**src/hw/ascb_pkg.sv**
```systemverilog
// Constants and types for the converter setup configuration bank.
// Assumes one register clock domain and a 32-bit AXI4-Lite register port.
package ascb_pkg;

   // ----------------------------------------------------------------
   // Register map (indices; byte address is four times the index)
   // ----------------------------------------------------------------
   localparam logic [5:0] ASCB_IDX_SETUP0 = 6'h20;
   localparam logic [5:0] ASCB_IDX_SETUP1 = 6'h21;
   localparam logic [5:0] ASCB_IDX_SETUP2 = 6'h22;
   localparam logic [5:0] ASCB_IDX_SETUP3 = 6'h23;
   localparam logic [5:0] ASCB_IDX_STATUS = 6'h24;
   localparam int ASCB_NUM_SETUPS = 4;

   // ----------------------------------------------------------------
   // Setup register layout
   // ----------------------------------------------------------------
   localparam logic [15:0] ASCB_SETUP_RESET = 16'h1320;
   localparam logic [15:0] ASCB_SETUP_RW_MASK = 16'h1FB0;
   localparam int ASCB_BIT_CODING = 12;
   localparam int ASCB_BIT_REF_BUF_P = 11;
   localparam int ASCB_BIT_REF_BUF_N = 10;
   localparam int ASCB_BIT_AIN_BUF_P = 9;
   localparam int ASCB_BIT_AIN_BUF_N = 8;
   localparam int ASCB_BIT_BURNOUT = 7;
   localparam int ASCB_REF_SEL_LSB = 4;

   // Reference source codes
   localparam logic [1:0] ASCB_REF_EXTERNAL = 2'h0;
   localparam logic [1:0] ASCB_REF_INTERNAL = 2'h2;
   localparam logic [1:0] ASCB_REF_SUPPLY = 2'h3;

   // ----------------------------------------------------------------
   // Result path
   // ----------------------------------------------------------------
   localparam int ASCB_RES_W = 24;
   localparam logic [23:0] ASCB_FULL_SCALE = 24'hFFFFFF;

   // AXI responses
   localparam logic [1:0] ASCB_RESP_OKAY = 2'h0;
   localparam logic [1:0] ASCB_RESP_SLVERR = 2'h2;

   // Analog controls applied for one setup
   typedef struct packed {
      logic bipolar;
      logic ref_buf_p;
      logic ref_buf_n;
      logic ain_buf_p;
      logic ain_buf_n;
      logic burnout;
      logic [1:0] ref_sel;
   } ascb_ctl_t;

endpackage : ascb_pkg

```
**src/hw/ascb_top.sv**
```systemverilog
// Setup configuration bank: four setup registers over AXI4-Lite, the
// controls of the setup in use, and result coding with open-wire check.
// Assumes conv_setup_sel and raw_* come from logic on sys_clk.
`timescale 1ns/1ps
module ascb_top
   import ascb_pkg::*;
(
   input wire logic sys_clk,
   input wire logic rst,
   input wire logic [7:0] s_axi_awaddr,
   input wire logic s_axi_awvalid,
   output logic s_axi_awready,
   input wire logic [31:0] s_axi_wdata,
   input wire logic [3:0] s_axi_wstrb,
   input wire logic s_axi_wvalid,
   output logic s_axi_wready,
   output logic [1:0] s_axi_bresp,
   output logic s_axi_bvalid,
   input wire logic s_axi_bready,
   input wire logic [7:0] s_axi_araddr,
   input wire logic s_axi_arvalid,
   output logic s_axi_arready,
   output logic [31:0] s_axi_rdata,
   output logic [1:0] s_axi_rresp,
   output logic s_axi_rvalid,
   input wire logic s_axi_rready,
   input wire logic [1:0] conv_setup_sel,
   input wire logic raw_valid,
   input wire logic [23:0] raw_data,
   input wire logic open_wire_pin,
   output ascb_ctl_t ctl,
   output logic result_valid,
   output logic [23:0] result_data
);

   function automatic logic is_setup(input logic [5:0] idx);
      is_setup = (idx >= ASCB_IDX_SETUP0) && (idx <= ASCB_IDX_SETUP3);
   endfunction : is_setup

   // ----------------------------------------------------------------
   // Write channel
   // ----------------------------------------------------------------
   logic [15:0] setup_reg [ASCB_NUM_SETUPS];
   logic [5:0] aw_idx_reg;
   logic aw_got_reg;
   logic [15:0] w_data_reg;
   logic [1:0] w_strb_reg;
   logic w_got_reg;
   logic awready_reg;
   logic wready_reg;
   logic bvalid_reg;
   logic [1:0] bresp_reg;

   wire aw_take = s_axi_awvalid & awready_reg;
   wire w_take = s_axi_wvalid & wready_reg;
   wire write_do = aw_got_reg & w_got_reg & ~bvalid_reg;
   wire write_hit = is_setup(aw_idx_reg);
   wire [1:0] write_sel = aw_idx_reg[1:0];
   wire [15:0] byte_mask = {{8{w_strb_reg[1]}}, {8{w_strb_reg[0]}}};
   wire aw_got_next = (aw_got_reg | aw_take) & ~write_do;
   wire w_got_next = (w_got_reg | w_take) & ~write_do;

   always_ff @(posedge sys_clk or posedge rst) begin
      if (rst) begin
         aw_got_reg <= 1'b0;
         w_got_reg <= 1'b0;
         awready_reg <= 1'b0;
         wready_reg <= 1'b0;
         aw_idx_reg <= 6'h00;
         w_data_reg <= 16'h0000;
         w_strb_reg <= 2'h0;
      end else begin
         aw_got_reg <= aw_got_next;
         w_got_reg <= w_got_next;
         // One address and one data word held at most
         awready_reg <= ~aw_got_next;
         wready_reg <= ~w_got_next;
         if (aw_take) begin
            aw_idx_reg <= s_axi_awaddr[7:2];
         end
         if (w_take) begin
            w_data_reg <= s_axi_wdata[15:0];
            w_strb_reg <= s_axi_wstrb[1:0];
         end
      end
   end

   always_ff @(posedge sys_clk or posedge rst) begin
      if (rst) begin
         bvalid_reg <= 1'b0;
         bresp_reg <= ASCB_RESP_OKAY;
      end else if (write_do) begin
         bvalid_reg <= 1'b1;
         bresp_reg <= write_hit ? ASCB_RESP_OKAY : ASCB_RESP_SLVERR;
      end else if (s_axi_bready) begin
         bvalid_reg <= 1'b0;
      end
   end

   // ----------------------------------------------------------------
   // Setup registers
   // ----------------------------------------------------------------
   genvar gi;
      for (gi = 0; gi < ASCB_NUM_SETUPS; gi++) begin : g_setup
         wire hit = write_do & write_hit & (write_sel == 2'(gi));
         wire [15:0] merged = ((setup_reg[gi] & ~byte_mask) |
                               (w_data_reg & byte_mask)) & ASCB_SETUP_RW_MASK;
         always_ff @(posedge sys_clk or posedge rst) begin
            if (rst) begin
               setup_reg[gi] <= ASCB_SETUP_RESET;
            end else if (hit) begin
               setup_reg[gi] <= merged;
            end
         end
      end

   // ----------------------------------------------------------------
   // Read channel
   // ----------------------------------------------------------------
   logic ow_meta_reg;
   logic ow_sync_reg;
   logic arready_reg;
   logic rvalid_reg;
   logic [31:0] rdata_reg;
   logic [1:0] rresp_reg;

   wire ar_take = s_axi_arvalid & arready_reg;
   wire [5:0] ar_idx = s_axi_araddr[7:2];
   wire [31:0] status_word = {29'h0, ow_sync_reg, conv_setup_sel};
   wire [31:0] rd_word = is_setup(ar_idx) ?
                         {16'h0000, setup_reg[ar_idx[1:0]]} :
                         (ar_idx == ASCB_IDX_STATUS) ? status_word : 32'h0;
   wire rd_ok = is_setup(ar_idx) | (ar_idx == ASCB_IDX_STATUS);

   always_ff @(posedge sys_clk or posedge rst) begin
      if (rst) begin
         arready_reg <= 1'b0;
         rvalid_reg <= 1'b0;
         rdata_reg <= 32'h0;
         rresp_reg <= ASCB_RESP_OKAY;
      end else if (ar_take) begin
         arready_reg <= 1'b0;
         rvalid_reg <= 1'b1;
         rdata_reg <= rd_word;
         rresp_reg <= rd_ok ? ASCB_RESP_OKAY : ASCB_RESP_SLVERR;
      end else if (rvalid_reg & s_axi_rready) begin
         rvalid_reg <= 1'b0;
         arready_reg <= 1'b1;
      end else if (~rvalid_reg) begin
         arready_reg <= 1'b1;
      end
   end

   // ----------------------------------------------------------------
   // Controls of the setup in use
   // ----------------------------------------------------------------
   ascb_ctl_t dec [ASCB_NUM_SETUPS];
   ascb_ctl_t ctl_reg;
   logic res_valid_reg;
   logic [23:0] res_data_reg;

      for (gi = 0; gi < ASCB_NUM_SETUPS; gi++) begin : g_dec
         ascb_setup_decode u_dec (
            .setup_word(setup_reg[gi]),
            .ctl(dec[gi])
         );
      end

   // Open-wire comparator sits in the analog domain; two-stage sync
   always_ff @(posedge sys_clk or posedge rst) begin
      if (rst) begin
         ow_meta_reg <= 1'b0;
         ow_sync_reg <= 1'b0;
      end else begin
         ow_meta_reg <= open_wire_pin;
         ow_sync_reg <= ow_meta_reg;
      end
   end

   wire force_full = ctl_reg.burnout & ow_sync_reg;
   // offset binary flips the sign bit; unipolar clamps negatives
   wire [23:0] bipolar_code = {~raw_data[23], raw_data[22:0]};
   wire [23:0] unipolar_code = raw_data[23] ? 24'h000000 :
                               {raw_data[22:0], 1'b0};
   wire [23:0] res_next = force_full ? ASCB_FULL_SCALE :
                          ctl_reg.bipolar ? bipolar_code : unipolar_code;

   always_ff @(posedge sys_clk or posedge rst) begin
      if (rst) begin
         ctl_reg <= '0;
         res_valid_reg <= 1'b0;
         res_data_reg <= 24'h000000;
      end else begin
         // live setting of the selected setup
         ctl_reg <= dec[conv_setup_sel];
         res_valid_reg <= raw_valid;
         if (raw_valid) begin
            res_data_reg <= res_next;
         end
      end
   end

   assign s_axi_awready = awready_reg;
   assign s_axi_wready = wready_reg;
   assign s_axi_bvalid = bvalid_reg;
   assign s_axi_bresp = bresp_reg;
   assign s_axi_arready = arready_reg;
   assign s_axi_rvalid = rvalid_reg;
   assign s_axi_rdata = rdata_reg;
   assign s_axi_rresp = rresp_reg;
   assign ctl = ctl_reg;
   assign result_valid = res_valid_reg;
   assign result_data = res_data_reg;

   wire [15:0] cur_setup = setup_reg[conv_setup_sel];
endmodule : ascb_top

```
**src/hw/ascb_setup_decode.sv**
```systemverilog
// Decodes one setup register word into its analog control fields.
// Assumes reserved bits are already held at zero by the register file.
`timescale 1ns/1ps
module ascb_setup_decode
   import ascb_pkg::*;
(
   input wire logic [15:0] setup_word,
   output ascb_ctl_t ctl
);

   assign ctl.bipolar = setup_word[ASCB_BIT_CODING];
   assign ctl.ref_buf_p = setup_word[ASCB_BIT_REF_BUF_P];
   assign ctl.ref_buf_n = setup_word[ASCB_BIT_REF_BUF_N];
   assign ctl.ain_buf_p = setup_word[ASCB_BIT_AIN_BUF_P];
   assign ctl.ain_buf_n = setup_word[ASCB_BIT_AIN_BUF_N];
   assign ctl.burnout = setup_word[ASCB_BIT_BURNOUT];
   assign ctl.ref_sel = setup_word[ASCB_REF_SEL_LSB +: 2];

endmodule : ascb_setup_decode

```
**config.mk**
```make
export PLATFORM = sky130hd
export DESIGN_NAME = ascb_top
export DESIGN_NICKNAME = d
export VERILOG_FILES = /design/src/hw/ascb_pkg.sv /design/src/hw/ascb_top.sv /design/src/hw/ascb_setup_decode.sv
export SDC_FILE = /design/constraint.sdc
export NUM_CORES = 1
export LEC_CHECK = 0
export ABC_AREA = 1
export BUFFER_PORTS_ARGS = -buffer_cell sky130_fd_sc_hd__buf_4
export CAP_MARGIN = 25
export CORE_MARGIN = 1
export CORE_UTILIZATION = 40
export DETAILED_ROUTE_END_ITERATION = 12
export PLACE_DENSITY = 0.75
export SKIP_LAST_GASP = 1
export SLEW_MARGIN = 40
export SYNTH_ARGS = -nofsm -noshare
export SYNTH_HDL_FRONTEND = slang
export SYNTH_SLANG_ARGS = --single-unit
```
**constraint.sdc**
```tcl
create_clock -name sys_clk -period 6.5 [get_ports sys_clk]
set_clock_uncertainty 0.05 [all_clocks]
set_input_delay 0.975 -clock sys_clk [delete_from_list [all_inputs] [get_ports sys_clk]]
set_output_delay 0.975 -clock sys_clk [all_outputs]
set_load 0.03 [all_outputs]
```
# Yosys cells after proc, flatten, opt, wreduce, memory -nomap -nowiden
# Cells that the tools add are included.
classes:
  reduce_logical: 5
  n_div: 0
  n_lt_le_gt_ge: 6
  shifts: 0
  bitwise: 34
  add_sub_neg: 0
  n_mul: 0
  eq_ne: 5
  n_mux: 20
op_table:
  columns: ["op", "count"]
  rows:
  - ["$mux 24", 3]
  - ["$and 13x13->13", 5]
  - ["$or 13x13->13", 4]
  - ["$mux 16", 3]
  - ["$bmux 16 s2", 1]
  - ["$bmux 8 s2", 1]
  - ["$mux 8", 2]
  - ["$and 1x1->1", 14]
  - ["$not 13->13", 1]
  - ["$ge 6x6->1 const B", 2]
  - ["$le 6x6->1 const B", 2]
  - ["$mux 1", 7]
  - ["$eq 6x6->1 const B", 1]
  - ["$ge 3x3->1 const B", 2]
  - ["$not 2->3", 2]
  - ["$not 1->1", 5]
  - ["$eq 2x2->1 const B", 2]
  - ["$mux 2", 2]
  - ["$reduce_bool 2->1", 2]
  - ["$mux 3", 1]
  - ["$ne 3x1->1 const B", 1]
  - ["$or 1x1->1", 3]
  - ["$eq 2x1->1 const B", 1]
  - ["$logic_and 1x1->1", 2]
  - ["$logic_not 2->1", 1]
totals:
  output_inout_bits: 74
  mem_count: 0
  in_bits: 87
  latchBits: 0
  reg_bits: 131
  elab_cells: 98
  mem_bits_rw: 0
  rom_bits: 0

# Logic depth before layout (Yosys ltp)
# Gate-level depths: netlist of the first run.
logic_depth:
  ltp_word: 5
  mapped_depth: 7
  mapped_depth_nobuf: 7

# Modules after synthesis
# Synthesis of the first run repeated with hierarchy kept, for this count alone.
hier_totals:
  hier_cells: 612
  area_unflattened_um2: 5235.0
by_module_without_submodules:
  columns: ["mod", "area_each_um2", "cells_per_inst", "seq_area_each_um2", "instances"]
  rows:
  - ["ascb_top", 4994.8, 580, 2597.5, 1]
  - ["ascb_setup_decode", 60.1, 8, 0.0, 4]

# Worst setup path before layout of the first run
# Ideal clock, no wire load.
synth_timing:
  path_kind: "in2reg"
  startpoint: "in raw_valid"
  endpoint: "reg res_data_reg[17] (netlist: result_data[17])"
  t_arrival_ns: 1.626
  path_stages: 4
  n_path_buf: 2
  setup_slack_ns: 4.694
  t_required_ns: 6.320
  setup_ns: 0.130
  cell_sequence: "buf_2 > a21boi_2 > buf_2 > a31oi_1"
synth_lines:
  columns: ["element", "line_no", "rtl"]
  rows:
  - ["start: declaration", "ascb_top.sv:28", "input wire logic raw_valid,"]
  - ["end signal: assignment", "ascb_top.sv:198", "res_data_reg <= res_next;"]
  - ["end: declaration", "ascb_top.sv:160", "logic [23:0] res_data_reg;"]

# Worst setup path after layout of the first run
layout_timing:
  startpoint: "reg ctl_reg (netlist bit ctl[7])"
  endpoint: "out ctl[7] (netlist bit)"
layout_lines:
  columns: ["element", "line_no", "rtl"]
  rows:
  - ["start: declaration", "ascb_top.sv:158", "ascb_ctl_t ctl_reg;"]
  - ["start signal: assignment", "ascb_top.sv:195", "ctl_reg <= dec[conv_setup_sel];"]
  - ["end: declaration", "ascb_top.sv:31", "output ascb_ctl_t ctl,"]
# No word-level cell between the ends.

==> flow_metrics.py, run 1 <==
metrics = {
    "worst_setup_path": {
        "critical_path.cell_chain": "buf_4",
        "cp.required_ns": 5.47,
        "cp_slowest_stage_delay_ns": 0.87,
        "worst_r2r_startpoint": "ctl[7]",
        "critical_path.slowest_cell": "sky130_fd_sc_hd__dfrtp_1",
        "path_max_fanout": 26,
        "critical_path.top_delay_family": "flip-flops",
        "path_buf_inv": 1,
        "worstSetupStartpoint": "ctl[7]",
        "setup.worst_path.end_class": "output port",
        "crit_path_start_kind": "flop",
        "timing.critical_path.arrival_ns": 1.51,
        "timing.setup.critical_path_class": "flop to output port",
    },
    "drt": {
        "antenna_left": 0,
        "topRoutingLayerUsed": "met4",
        "firstDrtPassIters": 6,
        "detailedRoute.firstIterationViolations": 463,
        "route.detailed.vias_per_inst": 5.038,
        "met3WireLength_um": 711,
        "drcViolationCount": 0,
        "wl_met2_mm": 5.243,
        "routed_wl_mm": 11.48,
        "wl_met1_mm": 5.319,
        "vias": 4277,
        "wire_per_inst_um": 13.52,
    },
    "power_and_ir_drop": {
        "power_density_mw_per_mm2": 354.8,
        "vdd_drop_max_v": 0.0001373,
        "total_leakage_power_nw": 3.034,
    },
    "yosys": {
        "avgSynthCellArea_um2": 8.414,
        "post_synth_main_area_contributors": "sky130_fd_sc_hd__dfrtp_1 (44%), sky130_fd_sc_hd__nand2_1 (15%), sky130_fd_sc_hd__dfstp_2 (8.5%)",
        "syn_inst": 589,
        "synthFlopType": "sky130_fd_sc_hd__dfrtp_1",
        "ys_ff_latch": 103,
        "yosysSeqAreaShare": 0.5241,
        "synth_async_sr_flop_share": 1.000,
        "netlist.area_leader.share": 0.4393,
        "synthesis.yosys.warnings": 0,
        "syn-cell-area_mm2": 0.004956,
        "number_of_enable_flip_flop_cells_after_synthesis": 0,
        "synthDominantAreaCellType": "sky130_fd_sc_hd__dfrtp_1",
        "ys_types": 29,
    },
    "timing": {
        "slew_headroom": 0.4585,
        "layout_min_cycle_time_ns": 2.538,
        "clock.fmax_mhz": 394.0,
        "rsz0062_at_grt": "no",
        "tns_ns": 0,
        "setup_viol": 0,
        "transition_at_the_pin_with_the_smallest_max_transition_slack_ns": 0.8123,
        "timing.final.crit_share": 0.3905,
        "finalHoldViolations": 0,
        "finalMaxSlewViolations": 0,
    },
    "grt": {
        "grt_use_total": 0.1880,
        "grt_start_max_net_pins": 43,
        "antenna_violations_before_repair": 0,
        "grt_first_pass_wirelength_mm": 19.28,
        "grt-ovfl-total": 0,
        "number_of_global_route_vias_before_repair": 4034,
    },
    "cts": {
        "cts_hold_buf": 0,
        "clock_path_buffers": 2,
        "clock_tree.root_cell": "sky130_fd_sc_hd__clkbuf_16",
        "clock_tree_from_tritoncts": "built",
        "cts.sink_count": 103,
        "ctsHtreeMaxLevel": 3,
        "clock_insertion_delay_worst_skew_ns": 0.35,
        "ctsResizeCount": 0,
        "numCtsBuffers": 9,
        "clock_transition_at_the_registers_of_the_reported_paths_ns": 0.07,
        "postCtsSetupBuffers": 0,
    },
    "layout": {
        "fillerInstances": 1097,
        "final-instance-count-excl-fill": 849,
        "antennaDiodeCount": 0,
        "num-nets-final": 763,
        "sequential_cell_area_mm2": 0.002599,
        "post_route_cells_drive_above_1_share": 0.2379,
        "area_of_the_multi_input_gates_mm2": 0.001968,
        "synthToLayoutAreaGrowth_pct": 22.90,
    },
    "floorplanning": {
        "chipWidth_um": 113.3,
        "placeableCoreArea_mm2": 0.01206,
        "design.die.area_mm2": 0.01284,
        "initial_core_util": 0.4109,
        "io_pins": 161,
        "placementRows": 40,
        "die_h_um": 113.3,
    },
    "worst_hold_path": {
        "worst_hold_startpoint": "ow_meta_reg",
        "min-delay-path-class": "flop to flop",
    },
    "flow_run": {
        "cap_viol_max_count": 0,
    },
    "outcome": {
        "status": "finished clean",
    },
    "placement": {
        "dp.final_hpwl_mm": 8.156,
        "place_congestion": 0.7808,
        "placed_cells_incl_taps": 833,
        "io_buffers": 107,
    },
}
[report_power, final]
part,internal [W],switching (W)
Clock,0.000376,0.000229
Sequential,0.000807,0.000173
Combinational,0.000191,0.000386
Total,0.00137,0.000788
[metrics by stage]
| stage | total power (W) | setup WS, ns | hold slack, ns | utilization | cell area [um^2] |
|---|---|---|---|---|---|
| floorplan | 0.001369 | 2.798 | 0.2812 | - | 5039 |
| global placement | 0.001531 | 4.033 | 0.2885 | 0.4746 | 5724 |
| detailed placement | 0.001560 | 4.035 | 0.3022 | 0.4769 | 5752 |
| CTS | 0.002172 | 3.955 | 0.3166 | 0.5049 | 6090 |
| global route | 0.002294 | 3.895 | 0.3175 | 0.5050 | 6091 |
| finish | 0.002161 | 3.962 | 0.3170 | 0.5050 | 6091 |
[worst register-to-register path, cell delays in order (launching register included)]
cell and delay [ns]:
sky130_fd_sc_hd__dfrtp_1 0.87, sky130_fd_sc_hd__inv_1 0.58, sky130_fd_sc_hd__nand3_1 0.25, sky130_fd_sc_hd__a31oi_1 0.10
[final timing paths]
kind                            depth (start not counted)                         end  slack [ns]
worst max-delay path                                    1                      ctl[7]        3.96
worst min-delay path                                    0                 ow_sync_reg        0.32
worst max register to register                          3             result_data[13]        4.49
worst min register to register                          0                 ow_sync_reg        0.32
max in group asynchronous                               4  asynchronous set/reset pin        4.69
min in group asynchronous                               2             result_data[14]        0.57
[layout make-up]
type / count / area share
inverter: 38 / 0.02383
clock inverter: 6 / 0.01787
clock buffer: 10 / 0.03759
sequential: 103 / 0.4267
timing repair buffer: 109 / 0.1364
multi-input combinational: 415 / 0.3231
tap: 168 / 0.03451
[kinds of logic after synthesis]
logic type / after synthesis / synth area share
simple gates: 310 / 0.2812
flops: 103 / 0.5241
other cells: 1 / 0.0007567
buf+inv: 93 / 0.09694
compound gates: 82 / 0.09694
[synth_stat cells, types with 2 or more instances]
cell                         n
sky130_fd_sc_hd__dfstp_2    16
sky130_fd_sc_hd__nor2_2      2
sky130_fd_sc_hd__inv_1      32
sky130_fd_sc_hd__nor2_1     39
sky130_fd_sc_hd__nand4_2     4
sky130_fd_sc_hd__o21ai_0    34
sky130_fd_sc_hd__buf_2      14
sky130_fd_sc_hd__inv_2       5
sky130_fd_sc_hd__buf_6       3
sky130_fd_sc_hd__a31oi_1    22
sky130_fd_sc_hd__dfrtp_1    87
sky130_fd_sc_hd__nand2_1   194
sky130_fd_sc_hd__nand4_1    39
sky130_fd_sc_hd__buf_4      24
sky130_fd_sc_hd__o211ai_1   14
sky130_fd_sc_hd__a21oi_1     9
sky130_fd_sc_hd__clkbuf_1   12
sky130_fd_sc_hd__nor2_4      5
sky130_fd_sc_hd__nand3_1    24
[layout by cell type (no fill, tap or decap), drive strengths merged]
cell type	count
buf	109
dfrtp	87
bufinv	3
nand3	25
clkinv	4
a21boi	1
nand4	43
o22ai	1
conb	23
nand2	194
o21ai	35
dfstp	16
nor3	2
nor2	46
clkbuf	10
o211ai	14
inv	37
a21oi	9
a31oi	22
[routing by layer]
| metal | track usage | up-vias |
|---|---|---|
| met2 | 0.2928 | 192 |
| met3 | 0.03214 | 17 |
| met1 | 0.2572 | 1987 |
| met4 | 0.08509 | 0 |
| met5 | 0 | - |
| li1 | - | 2081 |
Note: power is estimated with default switching activity, not from simulation.
==> run 2: changes to the inputs <==
--- a/config.mk
+++ b/config.mk
@@ -5,13 +5,13 @@
 export SDC_FILE = /design/constraint.sdc
 export NUM_CORES = 1
 export LEC_CHECK = 0
-export ABC_AREA = 1
+export ABC_AREA = 0
 export BUFFER_PORTS_ARGS = -buffer_cell sky130_fd_sc_hd__buf_4
 export CAP_MARGIN = 25
 export CORE_MARGIN = 1
 export CORE_UTILIZATION = 40
 export DETAILED_ROUTE_END_ITERATION = 12
-export PLACE_DENSITY = 0.75
+export PLACE_DENSITY = 0.77
 export SKIP_LAST_GASP = 1
 export SLEW_MARGIN = 40
 export SYNTH_ARGS = -nofsm -noshare
==> constraint.sdc (replaced) <==
create_clock -name sys_clk -period 2.63 [get_ports sys_clk]
set_clock_uncertainty 0.05 [all_clocks]
set_input_delay 0.3945 -clock sys_clk [delete_from_list [all_inputs] [get_ports sys_clk]]
set_output_delay 0.3945 -clock sys_clk [all_outputs]
set_load 0.03 [all_outputs]
==> flow_metrics.py, run 2 <==
metrics = {
    "outcome": {
        "status": "finished clean",
    },
    "power_and_ir_drop": {
        "power_density_mw_per_mm2": 916.2,
        "vdd_drop_max_v": 0.0004952,
        "fin_total_pwr_w": 0.005076,
        "total_leakage_power_nw": 2.606,
    },
    "layout": {
        "mostFrequentLayoutCell": "sky130_fd_sc_hd__buf_4",
        "final_design_area_no_fill_mm2": 0.005540,
        "synthToLayoutAreaGrowth_pct": 23.31,
        "post_route_cells_drive_above_1_share": 0.4752,
        "num-nets-final": 526,
        "final_cell_mix": "sky130_fd_sc_hd__buf_4 (110), sky130_fd_sc_hd__dfrtp_1 (87), sky130_fd_sc_hd__mux2_2 (48), sky130_fd_sc_hd__nor2_1 (26), sky130_fd_sc_hd__a21oi_1 (26)",
        "antennaDiodeCount": 0,
        "fillerInstances": 968,
    },
    "yosys": {
        "ys_ff_latch": 103,
        "number_of_enable_flip_flop_cells_after_synthesis": 0,
        "avgSynthCellArea_um2": 13.41,
        "syn_inst": 335,
        "synthDominantAreaCellType": "sky130_fd_sc_hd__dfrtp_1",
        "yosysMostFrequentCell": "sky130_fd_sc_hd__dfrtp_1",
        "yosysSeqAreaShare": 0.5781,
        "ys_types": 30,
        "post_synth_most_frequent_cells": "sky130_fd_sc_hd__dfrtp_1 (87), sky130_fd_sc_hd__mux2_2 (48), sky130_fd_sc_hd__nor2_1 (27)",
        "post_synth_main_area_contributors": "sky130_fd_sc_hd__dfrtp_1 (48%), sky130_fd_sc_hd__mux2_2 (12%), sky130_fd_sc_hd__dfstp_2 (9.4%)",
        "netlist.area_leader.share": 0.4845,
        "synthFlopType": "sky130_fd_sc_hd__dfrtp_1",
        "syn-cell-area_mm2": 0.004493,
        "synthesis.yosys.warnings": 0,
        "synth_async_sr_flop_share": 1.000,
    },
    "timing": {
        "tns_ns": 0,
        "transition_at_the_pin_with_the_smallest_max_transition_slack_ns": 0.7356,
        "timing.final.crit_share": 0.7495,
        "layout_min_cycle_time_ns": 1.971,
        "fin_worst_hold_slack_ns": 0.08448,
        "finalHoldViolations": 0,
        "clock.fmax_mhz": 507.3,
        "rsz0062_at_grt": "no",
        "finalMaxSlewViolations": 0,
        "setup_viol": 0,
        "slew_headroom": 0.5090,
    },
    "grt": {
        "antenna_violations_before_repair": 0,
        "grt_start_max_net_pins": 104,
        "number_of_global_route_vias_before_repair": 2961,
        "grt-ovfl-total": 0,
        "grt_use_total": 0.1707,
        "grt_first_pass_wirelength_mm": 15.01,
    },
    "worst_setup_path": {
        "timing.setup.critical_path_class": "flop to flop",
        "timing.critical_path.arrival_ns": 2.16,
        "cp.required_ns": 2.82,
        "path_max_fanout": 9,
        "crit_path_start_kind": "flop",
        "setup.worst_path.end_class": "flop",
        "r2r_setup_slack_ns": 0.66,
        "reg2reg_depth": 3,
    },
    "drt": {
        "route.detailed.vias_per_inst": 5.188,
        "drcViolationCount": 0,
        "antenna_left": 0,
        "routed_wl_mm": 9.531,
        "firstDrtPassIters": 4,
        "wire_per_inst_um": 16.32,
        "vias": 3030,
        "detailedRoute.firstIterationViolations": 248,
    },
    "cts": {
        "postCtsSetupBuffers": 0,
        "ctsResizeCount": 0,
        "clock_path_buffers": 2,
        "clock_tree_from_tritoncts": "built",
        "ctsHtreeMaxLevel": 3,
        "numCtsBuffers": 9,
        "clock_insertion_delay_worst_skew_ns": 0.36,
        "cts.sink_count": 103,
        "clock_tree.root_cell": "sky130_fd_sc_hd__clkbuf_8",
        "cts_hold_buf": 0,
        "clock_transition_at_the_registers_of_the_reported_paths_ns": 0.09,
    },
    "floorplanning": {
        "initial_core_util": 0.4127,
        "io_pins": 161,
        "design.die.area_mm2": 0.01166,
        "die_h_um": 108.0,
        "chipWidth_um": 108.0,
        "placementRows": 38,
        "placeableCoreArea_mm2": 0.01089,
    },
    "flow_run": {
        "cap_viol_max_count": 0,
    },
    "placement": {
        "place_congestion": 0.8265,
        "dp.final_hpwl_mm": 6.867,
        "placedInstanceArea_mm2": 0.005364,
        "io_buffers": 107,
    },
    "worst_hold_path": {
        "min-delay-path-class": "input pin to flop",
        "min_delay_path_depth": 1,
    },
}
-- run 2: cell count changes after synthesis, sizes merged, moves of 16 or more --
cell | previous run | this run
a21oi | 9 | 26
mux2 | 0 | 48
inv | 37 | 4
nor2 | 46 | 27
o21ai | 35 | 5
nand2 | 194 | 7
a31oi | 22 | 0
mux4 | 0 | 16
buf | 42 | 26
nand3 | 25 | 0
a22oi | 0 | 20
nand4 | 43 | 8
-- run 2: cells by family after synthesis --
| group | after synthesis | synth area share |
|---|---|---|
| flip-flops | 103 | 0.5781 |
| AO/OA/AOI/OAI | 68 | 0.09941 |
| multiplexers | 64 | 0.2005 |
| AND/OR/NAND/NOR | 55 | 0.06461 |
| buffers and inverters | 44 | 0.05653 |
| other | 1 | 0.0008346 |
-- run 2: area by class of cell --
class,instances,area [um^2],area share
Timing Repair Buffer,111,845.8,0.1527
Tap cell,140,175.2,0.03162
Multi-Input combinational cell,210,1727,0.3117
Inverter,4,18.77,0.003388
Sequential cell,103,2597,0.4688
Clock buffer,13,158.9,0.02868
Clock inverter,3,17.52,0.003162
-- run 2: power by group --
group	switching (W)	total [W]	internal, W
combinational	0.000900	0.00169	0.000791
clock	0.000507	0.000901	0.000394
sequential	0.000366	0.00248	0.00212
-- run 2: worst paths after layout --
check	startpoint	end
max	aw_idx_reg[2]	flop
min	open_wire_pin	ow_meta_reg
max reg2reg	aw_idx_reg[2]	flop
min reg2reg	ow_meta_reg	ow_sync_reg
max in group asynchronous	rst	asynchronous set/reset pin
min in group asynchronous	rst	result_data[2]
-- run 2: through the flow --
step / std cells / utilization / setup WS [ns]
3_5_place_dp: 568 / 0.4926 / 0.6939
3_3_place_gp: 568 / 0.4924 / 0.7103
5_1_grt: 584 / 0.5088 / 0.6037
2_1_floorplan: 357 / - / 0.9550
6_report: 584 / 0.5088 / 0.6589
4_1_cts: 584 / 0.5088 / 0.6750
-- run 2: critical path, cell delays in order, from the launching register on --
cell and delay (ns):
sky130_fd_sc_hd__dfrtp_1 0.42, sky130_fd_sc_hd__nor4b_4 0.54, sky130_fd_sc_hd__nand4_1 0.45, sky130_fd_sc_hd__mux2_2 0.40
-- run 2: per-layer routing --
layer  up-vias  GRT usage  part of all wire
li1       1388          -                 -
met1      1489     0.2138              0.42
met2       136     0.2898              0.49
met3        17    0.03255             0.071
met4         0    0.07045             0.018
met5         -          0                 0
==> run 3: changes to the inputs <==
--- a/config.mk
+++ b/config.mk
@@ -5,13 +5,13 @@
 export SDC_FILE = /design/constraint.sdc
 export NUM_CORES = 1
 export LEC_CHECK = 0
-export ABC_AREA = 0
+export ABC_AREA = 1
 export BUFFER_PORTS_ARGS = -buffer_cell sky130_fd_sc_hd__buf_4
 export CAP_MARGIN = 25
 export CORE_MARGIN = 1
 export CORE_UTILIZATION = 40
 export DETAILED_ROUTE_END_ITERATION = 12
-export PLACE_DENSITY = 0.77
+export PLACE_DENSITY = 0.75
 export SKIP_LAST_GASP = 1
 export SLEW_MARGIN = 40
 export SYNTH_ARGS = -nofsm -noshare
==> constraint.sdc (replaced) <==
create_clock -name sys_clk -period 2 [get_ports sys_clk]
set_clock_uncertainty 0.05 [all_clocks]
set_input_delay 0.3 -clock sys_clk [delete_from_list [all_inputs] [get_ports sys_clk]]
set_output_delay 0.3 -clock sys_clk [all_outputs]
set_load 0.03 [all_outputs]
==> flow_metrics.py, run 3 (synthesis gave the netlist of run 1 again) <==
metrics = {
    "grt": {
        "grt_use_total": 0.1828,
        "number_of_global_route_vias_before_repair": 4001,
        "grt-ovfl-total": 0,
        "grt_start_max_net_pins": 104,
        "antenna_violations_before_repair": 0,
        "grt_first_pass_wirelength_mm": 18.91,
    },
    "drt": {
        "antenna_left": 0,
        "drcViolationCount": 0,
        "routed_wl_mm": 11.64,
        "vias": 4367,
        "route.detailed.vias_per_inst": 5.090,
        "firstDrtPassIters": 5,
        "wire_per_inst_um": 13.57,
        "detailedRoute.firstIterationViolations": 534,
    },
    "cts": {
        "numCtsBuffers": 9,
        "clock_tree.root_cell": "sky130_fd_sc_hd__clkbuf_16",
        "ctsHtreeMaxLevel": 3,
        "ctsResizeCount": 0,
        "clock_path_buffers": 2,
        "cts.sink_count": 103,
        "clock_transition_at_the_registers_of_the_reported_paths_ns": 0.07,
        "clock_tree_from_tritoncts": "built",
        "clock_insertion_delay_worst_skew_ns": 0.34,
    },
    "power_and_ir_drop": {
        "power_report.internal_total_w": 0.004425,
        "p_comb_frac": 0.281,
        "p_seq_frac": 0.448,
        "p_sw_w": 0.002575,
        "total_leakage_power_nw": 3.058,
        "power_density_mw_per_mm2": 1139,
        "power_switching_share": 0.3679,
        "share_clk_of_total_power": 0.272,
        "vdd_drop_max_v": 0.0004247,
        "fin_total_pwr_w": 0.007000,
    },
    "placement": {
        "io_buffers": 107,
        "placedInstanceArea_mm2": 0.005806,
        "place_congestion": 0.8115,
        "dp.final_hpwl_mm": 8.238,
    },
    "floorplanning": {
        "chipWidth_um": 113.3,
        "placeableCoreArea_mm2": 0.01206,
        "design.die.area_mm2": 0.01284,
        "io_pins": 161,
        "initial_core_util": 0.4109,
        "placementRows": 40,
        "die_h_um": 113.3,
    },
    "layout": {
        "post_route_cells_drive_above_1_share": 0.2464,
        "antennaDiodeCount": 0,
        "mostFrequentLayoutCell": "sky130_fd_sc_hd__nand2_1",
        "synthToLayoutAreaGrowth_pct": 24.03,
        "final_cell_mix": "sky130_fd_sc_hd__nand2_1 (194), sky130_fd_sc_hd__buf_4 (116), sky130_fd_sc_hd__dfrtp_1 (87), sky130_fd_sc_hd__nor2_1 (39), sky130_fd_sc_hd__nand4_1 (39)",
        "num-nets-final": 772,
        "final_design_area_no_fill_mm2": 0.006147,
    },
    "worst_setup_path": {
        "crit_path_start_kind": "flop",
        "timing.setup.critical_path_class": "flop to output port",
        "timing.critical_path.arrival_ns": 1.31,
        "reg2reg_depth": 6,
        "r2r_setup_slack_ns": 0.62,
        "worst_r2r_startpoint": "s_axi_bvalid",
        "cp.required_ns": 1.65,
        "setup.worst_path.end_class": "output port",
        "path_max_fanout": 19,
    },
    "timing": {
        "finalHoldViolations": 0,
        "layout_min_cycle_time_ns": 1.663,
        "setup_viol": 0,
        "clock.fmax_mhz": 601.2,
        "transition_at_the_pin_with_the_smallest_max_transition_slack_ns": 0.6977,
        "tns_ns": 0,
        "finalMaxSlewViolations": 0,
        "slew_headroom": 0.5343,
        "rsz0062_at_grt": "no",
        "timing.final.crit_share": 0.8316,
    },
    "outcome": {
        "status": "finished clean",
    },
    "worst_hold_path": {
        "min-delay-path-class": "input pin to asynchronous set/reset pin",
    },
    "flow_run": {
        "cap_viol_max_count": 0,
    },
}
run 3: worst max-delay path by stage:
stage	start	end	slack [ns]	cells past startpoint
6_report	ctl[7]	ctl[7]	0.34	2
5_1_grt	ctl[7]	ctl[7]	0.27	2
4_1_cts	ctl[7]	ctl[7]	0.33	2
3_5_place_dp	s_axi_araddr[2]	s_axi_rresp[1]	0.53	8
3_3_place_gp	s_axi_araddr[2]	s_axi_rresp[1]	0.59	8
2_1_floorplan	rst	asynchronous set/reset pin	0.43	1
run 3: stage by stage:
stage | util | setup WS [ns] | cells | hold slack (ns)
6_report | 0.5096 | 0.3367 | 858 | 0.05315
5_1_grt | 0.5096 | 0.2718 | 858 | 0.09503
4_1_cts | 0.5088 | 0.3262 | 857 | 0.001469
3_5_place_dp | 0.4813 | 0.5338 | 841 | 0.2880
3_3_place_gp | 0.4813 | 0.5863 | 841 | 0.2867
2_1_floorplan | - | 0.4315 | 611 | 0.2812
run 3: worst max-delay path, cell delays in order (launching register included):
cell and delay, ns:
sky130_fd_sc_hd__dfrtp_1 0.48, sky130_fd_sc_hd__buf_4 0.28, sky130_fd_sc_hd__buf_4 0.20
run 3: final cells by class:
type / count / area [um^2]
clock buffers: 10 / 239.0
clock inverters: 6 / 92.59
fillers: 1124 / 5914
inverters: 38 / 146.4
multi-input cells: 415 / 1961
flip-flops and latches: 103 / 2597
well taps: 168 / 210.2
repair buffers: 118 / 900.9
run 3: routing by layer:
metal / GRT usage / wire (um) / vias up / share of wire
li1: - / - / 2101 / -
met1: 0.2477 / 5345 / 2064 / 0.46
met2: 0.2908 / 5310 / 192 / 0.46
met3: 0.04606 / 887 / 10 / 0.076
met4: 0.05175 / 97 / 0 / 0.0083
met5: 0 / 0 / - / 0
run 3: power groups by stage:
stage	clock network [W]	registers (W)	logic, W
3_3_place_gp	0	0.00312	0.00191
2_1_floorplan	0	0.00324	0.00121
3_5_place_dp	0	0.00315	0.00196
5_1_grt	0.00204	0.00320	0.00219
4_1_cts	0.00195	0.00312	0.00197
6_report	0.00190	0.00313	0.00196
run 3: timing repair:
item,in CTS,in global routing
hold endpoints to repair,0,1
buffers inserted,0,0
hold buffers,0,1
